`src/include/bms_defines.svh`:
```
`ifndef BMS_DEFINES_SVH
`define BMS_DEFINES_SVH

// Boot pin codes, upper pin first
`define BMS_CODE_USER      2'h3
`define BMS_CODE_STD       2'h2
`define BMS_CODE_SEL       2'h1
`define BMS_CODE_RSVD      2'h0
`define BMS_ZERO_ADDR      24'h000000
`define BMS_ADDR_W         24
`define BMS_WORD_W         16
// Reserved signature locations and key location
`define BMS_SIG_ADDR0      24'h000100
`define BMS_SIG_ADDR1      24'h000102
`define BMS_KEY_ADDR       24'h000104
`define BMS_SIG_REF        16'hA5C3
// Key values selecting the boot channel
`define BMS_KEY_CAN        16'h00CA
// Receive lines idle high; start bit and dominant are low
`define BMS_LINE_ACTIVE    1'b0

`endif

```
`src/include/bms_pkg.sv`:
```
package bms_pkg;
  typedef enum logic [1:0] {
    BMS_MODE_USER = 2'h0,
    BMS_MODE_STD  = 2'h1,
    BMS_MODE_SEL  = 2'h3
  } bms_mode_t;

  typedef enum logic [2:0] {
    BMS_ST_IDLE   = 3'h0,
    BMS_ST_RD0    = 3'h1,
    BMS_ST_RD1    = 3'h3,
    BMS_ST_CHECK  = 3'h2,
    BMS_ST_KEY    = 3'h6,
    BMS_ST_SCAN   = 3'h7,
    BMS_ST_DONE   = 3'h5
  } bms_state_t;

  typedef enum logic [1:0] {
    BMS_CH_NONE = 2'h0,
    BMS_CH_UART = 2'h1,
    BMS_CH_CAN  = 2'h2
  } bms_chan_t;
endpackage

```
`src/bms_sync.sv`:
```
module bms_sync (
  input  wire logic ref_clk_i,
  input  wire logic sys_rst_i,
  input  wire logic clk_en_i,
  input  wire logic async_i,
  output logic      sync_o
);
  logic meta_q;

  always_ff @(posedge ref_clk_i or posedge sys_rst_i) begin
    if (sys_rst_i) begin
      meta_q <= 1'b1;
      sync_o <= 1'b1;
    end else if (clk_en_i) begin
      meta_q <= async_i;
      sync_o <= meta_q;
    end
  end
endmodule // bms_sync

```
`src/bms_boot_mode_sel.sv`:
```
// Behaviour
// - Capture two boot pins at rising edge of external reset; hold as mode.
// - Both pins high: user mode, user flash at address zero.
// - Upper high, lower low: standard boot, fetches from zero go to test flash.
// - Upper low, lower high: selective boot with extra verification steps.
// - Selective boot redirects fetches to test flash, distinct sequence.
// - Selective boot compares signature of two flash words with reference.
// - Signature good: issue software reset and run user code in the same cycle.
// - Signature bad: reread key location, it picks the boot channel.
// - Standard boot watches UART and CAN receive lines for activity.
// - UART start condition seen first: run UART boot loader.
// - CAN dominant bit seen first: boot over CAN.
`include "bms_defines.svh"

module bms_boot_mode_sel (
  input  wire logic                        ref_clk_i,
  input  wire logic                        sys_rst_i,
  input  wire logic                        clk_en_i,
  input  wire logic                        external_reset_input_n_i,
  input  wire logic [1:0]                  boot_config_port_low_i,
  input  wire logic                        uart_receive_line_i,
  input  wire logic                        can_receive_line_i,
  output logic                             flash_rd_req_o,
  output logic [`BMS_ADDR_W-1:0]           flash_rd_addr_o,
  input  wire logic                        flash_rd_ack_i,
  input  wire logic [`BMS_WORD_W-1:0]      flash_rd_data_i,
  output bms_pkg::bms_mode_t               boot_mode_o,
  output logic [1:0]                       boot_code_o,
  output logic                             fetch_test_flash_o,
  output logic [`BMS_ADDR_W-1:0]           user_flash_base_o,
  output logic                             soft_reset_o,
  output logic                             run_user_o,
  output bms_pkg::bms_chan_t               boot_channel_o,
  output logic                             boot_ready_o
);
  import bms_pkg::*;

  logic                   rst_pin_s;
  logic                   uart_s;
  logic                   can_s;
  logic [1:0]             cfg_meta_q;
  logic [1:0]             cfg_s_q;
  logic                   rst_pin_d1_q;
  logic                   rst_rise;
  logic [1:0]             code_q;
  logic                   code_vld_q;
  bms_mode_t              mode_d;
  bms_mode_t              mode_q;
  bms_state_t             state_q;
  logic [`BMS_WORD_W-1:0] word0_q;
  logic [`BMS_WORD_W-1:0] word1_q;
  logic                   sig_ok;

  // Decode of a captured pin pair, reserved code falls to user mode
  function automatic bms_mode_t decode_mode(input logic [1:0] code);
    case (code)
      `BMS_CODE_USER: decode_mode = BMS_MODE_USER;
      `BMS_CODE_STD:  decode_mode = BMS_MODE_STD;
      `BMS_CODE_SEL:  decode_mode = BMS_MODE_SEL;
      default:        decode_mode = BMS_MODE_USER;
    endcase
  endfunction

  bms_sync u_rst_sync (
    .ref_clk_i (ref_clk_i),
    .sys_rst_i (sys_rst_i),
    .clk_en_i  (clk_en_i),
    .async_i   (external_reset_input_n_i),
    .sync_o    (rst_pin_s)
  );

  bms_sync u_uart_sync (
    .ref_clk_i (ref_clk_i),
    .sys_rst_i (sys_rst_i),
    .clk_en_i  (clk_en_i),
    .async_i   (uart_receive_line_i),
    .sync_o    (uart_s)
  );

  bms_sync u_can_sync (
    .ref_clk_i (ref_clk_i),
    .sys_rst_i (sys_rst_i),
    .clk_en_i  (clk_en_i),
    .async_i   (can_receive_line_i),
    .sync_o    (can_s)
  );

  // Config pins pass two flops like the reset pin, but reset to 2'h0 where the reset pin sync resets high
  always_ff @(posedge ref_clk_i or posedge sys_rst_i) begin
    if (sys_rst_i) begin
      cfg_meta_q <= 2'h0;
      cfg_s_q    <= 2'h0;
    end else if (clk_en_i) begin
      cfg_meta_q <= boot_config_port_low_i;
      cfg_s_q    <= cfg_meta_q;
    end
  end

  always_ff @(posedge ref_clk_i or posedge sys_rst_i) begin
    if (sys_rst_i) begin
      // Matches the synchroniser's reset level, so no false edge after reset
      rst_pin_d1_q <= 1'b1;
    end else if (clk_en_i) begin
      rst_pin_d1_q <= rst_pin_s;
    end
  end

  assign rst_rise = rst_pin_s & ~rst_pin_d1_q;

  // Pins latched only on the reset pin release
  always_ff @(posedge ref_clk_i or posedge sys_rst_i) begin
    if (sys_rst_i) begin
      code_q     <= `BMS_CODE_USER;
      code_vld_q <= 1'b0;
    end else if (clk_en_i && rst_rise) begin
      code_q     <= cfg_s_q;
      code_vld_q <= 1'b1;
    end
  end

  assign mode_d = decode_mode(code_q);

  always_ff @(posedge ref_clk_i or posedge sys_rst_i) begin
    if (sys_rst_i) begin
      mode_q <= BMS_MODE_USER;
    end else if (clk_en_i) begin
      mode_q <= mode_d;
    end
  end

  assign boot_mode_o        = mode_q;
  assign boot_code_o        = code_q;
  assign fetch_test_flash_o = (mode_q != BMS_MODE_USER);
  assign user_flash_base_o  = `BMS_ZERO_ADDR;

  assign sig_ok = ((word0_q ^ word1_q) == `BMS_SIG_REF);

  // Boot sequencer, restarted by each reset pin release
  always_ff @(posedge ref_clk_i or posedge sys_rst_i) begin
    if (sys_rst_i) begin
      state_q         <= BMS_ST_IDLE;
      word0_q         <= '0;
      word1_q         <= '0;
      flash_rd_req_o  <= 1'b0;
      flash_rd_addr_o <= '0;
      soft_reset_o    <= 1'b0;
      run_user_o      <= 1'b0;
      boot_channel_o  <= BMS_CH_NONE;
      boot_ready_o    <= 1'b0;
    end else if (clk_en_i) begin
      soft_reset_o <= 1'b0;
      if (rst_rise) begin
        state_q        <= BMS_ST_IDLE;
        flash_rd_req_o <= 1'b0;
        run_user_o     <= 1'b0;
        boot_channel_o <= BMS_CH_NONE;
        boot_ready_o   <= 1'b0;
      end else begin
        case (state_q)
          BMS_ST_IDLE: begin
            if (code_vld_q && rst_pin_s) begin
              // Fresh decode: the mode register still holds the previous code here
              case (mode_d)
                BMS_MODE_SEL: begin
                  state_q         <= BMS_ST_RD0;
                  flash_rd_req_o  <= 1'b1;
                  flash_rd_addr_o <= `BMS_SIG_ADDR0;
                end
                BMS_MODE_STD: begin
                  state_q <= BMS_ST_SCAN;
                end
                default: begin
                  run_user_o   <= 1'b1;
                  boot_ready_o <= 1'b1;
                  state_q      <= BMS_ST_DONE;
                end
              endcase
            end
          end
          BMS_ST_RD0: begin
            if (flash_rd_ack_i) begin
              word0_q         <= flash_rd_data_i;
              flash_rd_addr_o <= `BMS_SIG_ADDR1;
              state_q         <= BMS_ST_RD1;
            end
          end
          BMS_ST_RD1: begin
            if (flash_rd_ack_i) begin
              word1_q        <= flash_rd_data_i;
              flash_rd_req_o <= 1'b0;
              state_q        <= BMS_ST_CHECK;
            end
          end
          BMS_ST_CHECK: begin
            if (sig_ok) begin
              soft_reset_o <= 1'b1;
              run_user_o   <= 1'b1;
              boot_ready_o <= 1'b1;
              state_q      <= BMS_ST_DONE;
            end else begin
              flash_rd_req_o  <= 1'b1;
              flash_rd_addr_o <= `BMS_KEY_ADDR;
              state_q         <= BMS_ST_KEY;
            end
          end
          BMS_ST_KEY: begin
            if (flash_rd_ack_i) begin
              flash_rd_req_o <= 1'b0;
              boot_ready_o   <= 1'b1;
              state_q        <= BMS_ST_DONE;
              boot_channel_o <= (flash_rd_data_i == `BMS_KEY_CAN) ? BMS_CH_CAN : BMS_CH_UART;
            end
          end
          BMS_ST_SCAN: begin
            // UART wins a tie; host is expected to use one channel only
            if (uart_s == `BMS_LINE_ACTIVE) begin
              boot_channel_o <= BMS_CH_UART;
              boot_ready_o   <= 1'b1;
              state_q        <= BMS_ST_DONE;
            end else if (can_s == `BMS_LINE_ACTIVE) begin
              boot_channel_o <= BMS_CH_CAN;
              boot_ready_o   <= 1'b1;
              state_q        <= BMS_ST_DONE;
            end
          end
          BMS_ST_DONE: begin
            state_q <= BMS_ST_DONE;
          end
          default: begin
            state_q <= BMS_ST_IDLE;
          end
        endcase
      end
    end
  end

  latch_on_rise_a: assert property (@(posedge ref_clk_i) disable iff (sys_rst_i)
    clk_en_i && rst_rise |=> code_q == $past(cfg_s_q))
    else $error("boot code not latched at reset release");

  code_hold_a: assert property (@(posedge ref_clk_i) disable iff (sys_rst_i)
    !rst_rise |=> $stable(code_q))
    else $error("boot code changed without reset release");

  user_map_a: assert property (@(posedge ref_clk_i) disable iff (sys_rst_i)
    mode_q == BMS_MODE_USER |-> !fetch_test_flash_o && user_flash_base_o == `BMS_ZERO_ADDR)
    else $error("user mode fetch mapping wrong");

  std_decode_a: assert property (@(posedge ref_clk_i) disable iff (sys_rst_i)
    clk_en_i && code_q == `BMS_CODE_STD |=> mode_q == BMS_MODE_STD && fetch_test_flash_o)
    else $error("standard boot decode wrong");

  sel_decode_a: assert property (@(posedge ref_clk_i) disable iff (sys_rst_i)
    clk_en_i && code_q == `BMS_CODE_SEL |=> mode_q == BMS_MODE_SEL && fetch_test_flash_o)
    else $error("selective boot decode wrong");

  rsvd_decode_a: assert property (@(posedge ref_clk_i) disable iff (sys_rst_i)
    clk_en_i && code_q == `BMS_CODE_RSVD |=> mode_q == BMS_MODE_USER)
    else $error("reserved code not defaulted to user");

  sig_pass_a: assert property (@(posedge ref_clk_i) disable iff (sys_rst_i)
    clk_en_i && !rst_rise && state_q == BMS_ST_CHECK && sig_ok |=> soft_reset_o && run_user_o)
    else $error("good signature did not reset into user code");

  sig_fail_a: assert property (@(posedge ref_clk_i) disable iff (sys_rst_i)
    clk_en_i && !rst_rise && state_q == BMS_ST_CHECK && !sig_ok
      |=> flash_rd_req_o && flash_rd_addr_o == `BMS_KEY_ADDR)
    else $error("bad signature did not reread key");

  uart_pick_a: assert property (@(posedge ref_clk_i) disable iff (sys_rst_i)
    clk_en_i && !rst_rise && state_q == BMS_ST_SCAN && !uart_s |=> boot_channel_o == BMS_CH_UART)
    else $error("uart start not taken");

  can_pick_a: assert property (@(posedge ref_clk_i) disable iff (sys_rst_i)
    clk_en_i && !rst_rise && state_q == BMS_ST_SCAN && uart_s && !can_s |=> boot_channel_o == BMS_CH_CAN)
    else $error("can dominant not taken");
endmodule // bms_boot_mode_sel

```
`config.mk`:
```
export PLATFORM = sky130hd
export DESIGN_NAME = bms_boot_mode_sel
export DESIGN_NICKNAME = d
export VERILOG_FILES = /design/src/include/bms_pkg.sv /design/src/bms_sync.sv /design/src/bms_boot_mode_sel.sv
export VERILOG_INCLUDE_DIRS = /design/src /design/src/include
export SDC_FILE = /design/constraint.sdc
export NUM_CORES = 1
export LEC_CHECK = 0
export BUFFER_PORTS_ARGS = -buffer_cell sky130_fd_sc_hd__clkbuf_2
export CORE_MARGIN = 3
export CORE_UTILIZATION = 48
export DETAILED_ROUTE_END_ITERATION = 8
export PLACE_DENSITY_LB_ADDON = 0.2
export SYNTH_ARGS = -nofsm -noshare
export SYNTH_HDL_FRONTEND = slang
export SYNTH_SLANG_ARGS = --single-unit
```
`constraint.sdc`:
```
create_clock -name ref_clk_i -period 2.68 [get_ports ref_clk_i]
set_input_delay 0.67 -clock ref_clk_i [delete_from_list [all_inputs] [get_ports ref_clk_i]]
set_output_delay 0.67 -clock ref_clk_i [all_outputs]
set_load 0.02 [all_outputs]
```
## Word-level counts from Yosys, hierarchy flattened

Cells that the tools add are included.

| storage, ports and cells | value |
|---|---|
| bits of input ports | 25 |
| flip-flop bits (word level) | 81 |

| cells by class | value |
|---|---|
| reductions and logical operators | 19 |
| muxes and demuxes | 41 |
| bitwise operators | 4 |
| eq/ne operators | 26 |

Operators by type and width:

| operator | number |
|---|---|
| 24-bit two-way mux | 4 |
| 24-bit case mux with 3 select lines | 1 |
| 3-bit two-way mux | 7 |
| 3-bit inequality test (second input constant) | 7 |
| 3-bit case mux with 7 select lines | 1 |
| 16-bit equality test (second input constant) | 1 |
| 16-bit by 8-bit equality test with 1-bit output (second input constant) | 1 |
| 1-bit two-way mux | 16 |
| 16-bit XOR | 1 |
| 7-bit AND reduction | 2 |
| 2-bit two-way mux | 6 |
| 4-bit AND reduction | 3 |
| 6-bit AND reduction | 2 |
| 3-bit equality test (second input constant) | 3 |
| 3-bit nonzero test | 3 |
| 2-bit case mux with 2 select lines | 2 |
| 3-bit by 2-bit equality test with 1-bit output (second input constant) | 2 |
| 2-bit inequality test (second input constant) | 3 |
| 3-bit case mux with 2 select lines | 1 |
| 5-bit AND reduction | 1 |
| 5-bit nonzero test | 1 |
| 2-bit by 1-bit equality test with 1-bit output (second input constant) | 2 |
| 2-bit equality test (second input constant) | 2 |
| 4-bit inequality test (second input constant) | 1 |
| 14 further kinds | 17 |

## Longest topological paths before layout

| logic depth | value |
|---|---|
| word-level depth | 8 |
| depth in mapped cells | 7 |
| mapped depth without buffers | 6 |

## Modules after synthesis

A second synthesis with hierarchy kept.

| unflattened totals | value |
|---|---|
| cells, all modules | 269 |
| area, all modules | 3,143.0 um^2 |

Modules (own cells, without submodules):

| module | instances | area each (um^2) | cells each |
|---|---|---|---|
| bms_boot_mode_sel | 1 | 2,906.5 | 254 |
| bms_sync | 3 | 78.8 | 5 |

## Worst setup path after synthesis

No wires, ideal clock.

| timing path | value |
|---|---|
| path type | input-to-reg |
| start point | input port flash_rd_ack_i |
| end point | register word0_q[0] |
| cell stages on the path | 4 |
| path slack | 0.863 ns |
| data required time | 2.555 ns |
| library setup time | 0.125 ns |
| arrival | 1.692 ns |
| cell sequence | nand3_2 nor4_4 buf_6 mux2_4 |

| on the way | value |
|---|---|
| longest elaborated chain between the ends | 1 |

RTL lines:

| what | line | RTL |
|---|---|---|
| start: declaration | bms_boot_mode_sel.sv:25 | `input wire logic flash_rd_ack_i,` |
| 4-bit AND reduction (no line) | -- |  |
| end signal: assignment | bms_boot_mode_sel.sv:182 | `word0_q <= flash_rd_data_i;` |
| end: declaration | bms_boot_mode_sel.sv:50 | `` logic [`BMS_WORD_W-1:0] word0_q; `` |

Every way passes these cells.
A chain may end at the register's enable or synchronous reset.

## Final worst setup path

| timing path | value |
|---|---|
| start point | register state_q[1] |
| end point | register word1_q[6] |

| on the way | value |
|---|---|
| longest elaborated chain between the ends | 2 |

RTL lines:

| what | line | RTL |
|---|---|---|
| start: declaration | bms_boot_mode_sel.sv:49 | `bms_state_t state_q;` |
| start signal: assignment | bms_boot_mode_sel.sv:141 | `state_q <= BMS_ST_IDLE;` |
| start signal: assignment | bms_boot_mode_sel.sv:153 | `state_q <= BMS_ST_IDLE;` |
| start signal: assignment | bms_boot_mode_sel.sv:165 | `state_q <= BMS_ST_RD0;` |
| 3-bit by 2-bit equality test with 1-bit output | bms_boot_mode_sel.sv:159 | `case (state_q)` |
| 4-bit AND reduction (no line) | -- |  |
| end signal: assignment | bms_boot_mode_sel.sv:189 | `word1_q <= flash_rd_data_i;` |
| end: declaration | bms_boot_mode_sel.sv:51 | `` logic [`BMS_WORD_W-1:0] word1_q; `` |

Every way passes these cells.

==> summary.md <==
| Metric | Value |
|---|---|
| YS warnings | `0` |
| First-pass GRT wire length | `9.67 mm` |
| Clock transition at path regs | `70 ps` |
| Crit. End Element | `register` |
| Die W | `between 80 and 90 µm` |
| Number of synthesized register bits | `60` |
| Ys async rst share | `1.00` |
| Iter 0 DRT Violations | `~150` |
| Setup crit start kind | `register` |
| Total track usage | `0.165` |
| Final setup TNS | `0 ps` |
| Layout Nets | `346` |
| CTS H-tree depth | `3` |
| PnR worst setup slack | `695 ps` |
| Routability cong. | `0.915` |
| # hold bufs at CTS | `0` |
| Register area share after synthesis | `0.465` |
| Run status | `completed` |
| Post-CTS Setup Inserts | `0` |
| Clock root cell | `clkbuf_8` |
| Layout cell share with drive strength beyond 1 | `0.381` |
| Syn avg cell area | `11.8 µm²` |
| Largest net degree at the start of global routing | `39` |
| Worst slack, placed | `561 ps` |
| Wirelength per Cell | `approximately 14 µm` |
| Die Ht | `88.3 µm` |
| Final worst-path cycle share | `0.741` |
| Fin crit period | `1980 ps` |
| GRT Residual Overflow | `0` |
| Critical Path AT | `2200 ps` |
| Upper clock frequency limit | `504 MHz` |
| Post-route ant nets | `0` |
| Number of synthesized flops with an enable pin | `0` |
| Critical-path maximum fanout | `17` |
| Met3 Use GR | `0.0447` |
| Placed cell count | `385` |
| GR met1 Demand/Resource | `0.229` |
| Non-filler instance count after layout | `400` |
| Die ar. | `7800 µm²` |
| # port buffers | `38` |
| Netlist cell types | `50` |
| Worst reg2reg setup slack | `700 ps` |
| Crit path required time | `between 2000 and 3000 ps` |
| Num Clock Sinks | `60` |
| Worst Skew | `7.45 ps` |
| Hold Violations, Final | `0` |
| Num CTS Buffers | `9` |
| DRC viols | `0` |
| Multi-input gate area | `1470 µm²` |
| Initial Util | `0.504` |
| Synth Flop Type | `dfrtp_1` |
| Final setup violating endpoints | `0` |
| Core Region | `approximately 6500 µm²` |
| Lkg Pwr | `1.64 nW` |
| Final Max Slew Viols | `0` |
| Fillcell total | `between 500 and 600` |
| CTS resizes | `0` |
| Global-route met2 utilization | `0.239` |
| Clk_lat worst skew | `330 ps` |
| Site row count | `29` |
| Max IR drop VDD | `0.000588 V` |
| Max Root-Sink Buffers | `2` |
| Max-cap violation count | `0` |
| TritonCTS clock tree | `yes` |
| Post-Syn Instances | `276` |
| Dpl hpwl | `4.22 mm` |
| Initial antenna violation count | `0` |
| Via Count | `2035` |
| ANT cells | `0` |
| RSZ-0062 raised after global routing | `no` |
| Cell Pwr Density | `1030 nW/µm²` |
| Area of the mapped netlist | `3250 µm²` |
| Reg area | `1510 µm²` |
| Top Ports | `84` |
| Setup CP Type | `reg2reg` |
| Worst min-delay path category | `in2async` |
| Most used routing layer | `met2` |
| Area delta synth->final | `8.65%` |
| First-pass iteration count of the detailed router | `4` |
| Slew HR | `0.594` |
| Vias in the first global route | `1942` |
| Worst Tran Pin Value | `609 ps` |
| Via/cell ratio | `roughly 5.1` |
| Drt total wl | `5.78 mm` |
[synthesized netlist by cell type (2+ instances only)]
master	n	area, µm²
dfrtp_1	51	1280
buf_4	47	353
mux2_2	36	405
nand2_1	13	48.8
nor2_1	11	41.3
dfstp_2	9	236
mux2_4	9	135
nand4_1	8	50.1
xnor2_1	8	70.1
xor2_1	8	70.1
inv_1	7	26.3
o21ai_0	7	35.0
a21oi_1	6	30.0
buf_6	3	33.8
clkbuf_1	3	11.3
nand2b_1	3	18.8
nor4_1	3	18.8
nor4_4	3	63.8
a22o_1	2	17.5
a31oi_1	2	12.5
buf_2	2	10.0
ha_1	2	25.0
nand3_1	2	10.0
nand3_2	2	20.0
nor3_1	2	10.0
nor4bb_1	2	20.0
or2_2	2	12.5
[stage by stage]
step                utilization  hold slack, ps  total power, mW  instance area (µm²)
floorplan                     -             472             2.63                 3420
global placement          0.519             476             2.85                 3350
detailed placement        0.519             471             2.88                 3350
CTS                       0.547             351             3.67                 3530
global route              0.547             368             3.90                 3530
finish                    0.547             343             3.64                 3530
[cell type report]
| cell class | instances | share of cell area |
|---|---|---|
| flip-flops and latches | 60 | 0.428 |
| multi-input cells | 197 | 0.415 |
| repair buffers | 44 | 0.0701 |
| clock buffers | 13 | 0.0421 |
| well taps | 77 | 0.0273 |
| clock inverters | 2 | 0.00991 |
| inverters | 7 | 0.00743 |
[registers in the layout (all words and copies together) (netlist names), 2 cells and up]
register         count
word0_q             16
word1_q             16
flash_rd_addr_o      3
state_q              3
boot_channel_o       2
boot_code_o          2
boot_mode_o          2
cfg_meta_q           2
cfg_s_q              2
[worst paths after layout]
path / cells past startpoint / to / startpoint
max in group asynchronous: 3 / flash_rd_addr_o[1] / sys_rst_i
hold / removal: 2 / boot_channel_o[1] / sys_rst_i
setup / recovery: 4 / word1_q[6] / state_q[1]
hold reg to reg: 2 / run_user_o / run_user_o
min in group ref_clk_i: 2 / run_user_o / run_user_o
setup reg to reg: 4 / word1_q[6] / state_q[1]
[worst max-delay path, stage by stage (launching register included)]
cell,delay [ps]
dfrtp_1,730
inv_1,200
nor4_4,280
buf_4,290
mux2_2,370
[where the power goes]
part	switching, mW	total [mW]	internal [mW]
clock network	0.331	0.781	0.449
logic	0.634	1.28	0.643
registers	0.298	1.58	1.28
total	1.26	3.64	2.37
[kinds of logic after synthesis]
| logic type | after synthesis | synth area share |
|---|---|---|
| muxes | 45 | 0.166 |
| xor gates and xnor gates | 16 | 0.0431 |
| DFF | 60 | 0.465 |
| adders and majority gates | 2 | 0.00769 |
| buffers and inverters | 63 | 0.135 |
| AOI/OAI and AO/OA | 30 | 0.0631 |
| other | 1 | 0.00115 |
| and+or+nand+nor | 59 | 0.119 |
[cells in the final DEF (no fill, tap or decap), types with 2 or more instances in the layout]
cell type and n:
a21oi_1 6, a22o_1 2, a31oi_1 2, buf_4 5, clkbuf_1 3, clkbuf_2 38, clkbuf_8 10, conb_1 45
dfrtp_1 51, dfstp_2 9, ha_1 2, inv_1 6, mux2_2 36, mux2_4 9, nand2_1 13, nand2b_1 3
nand3_1 2, nand3_2 2, nand4_1 8, nor2_1 11, nor3_1 2, nor4_1 3, nor4_4 3, nor4bb_1 2
o21ai_0 7, or2_2 2, xnor2_1 8, xor2_1 8
[routing by layer]
metal  routed length (µm)  vias up
met1                 2790      970
met5                    0        -
met4                  147        0
li1                     -      967
met2                 2500       84
met3                  341       14
(Power assumes the default switching activity.)
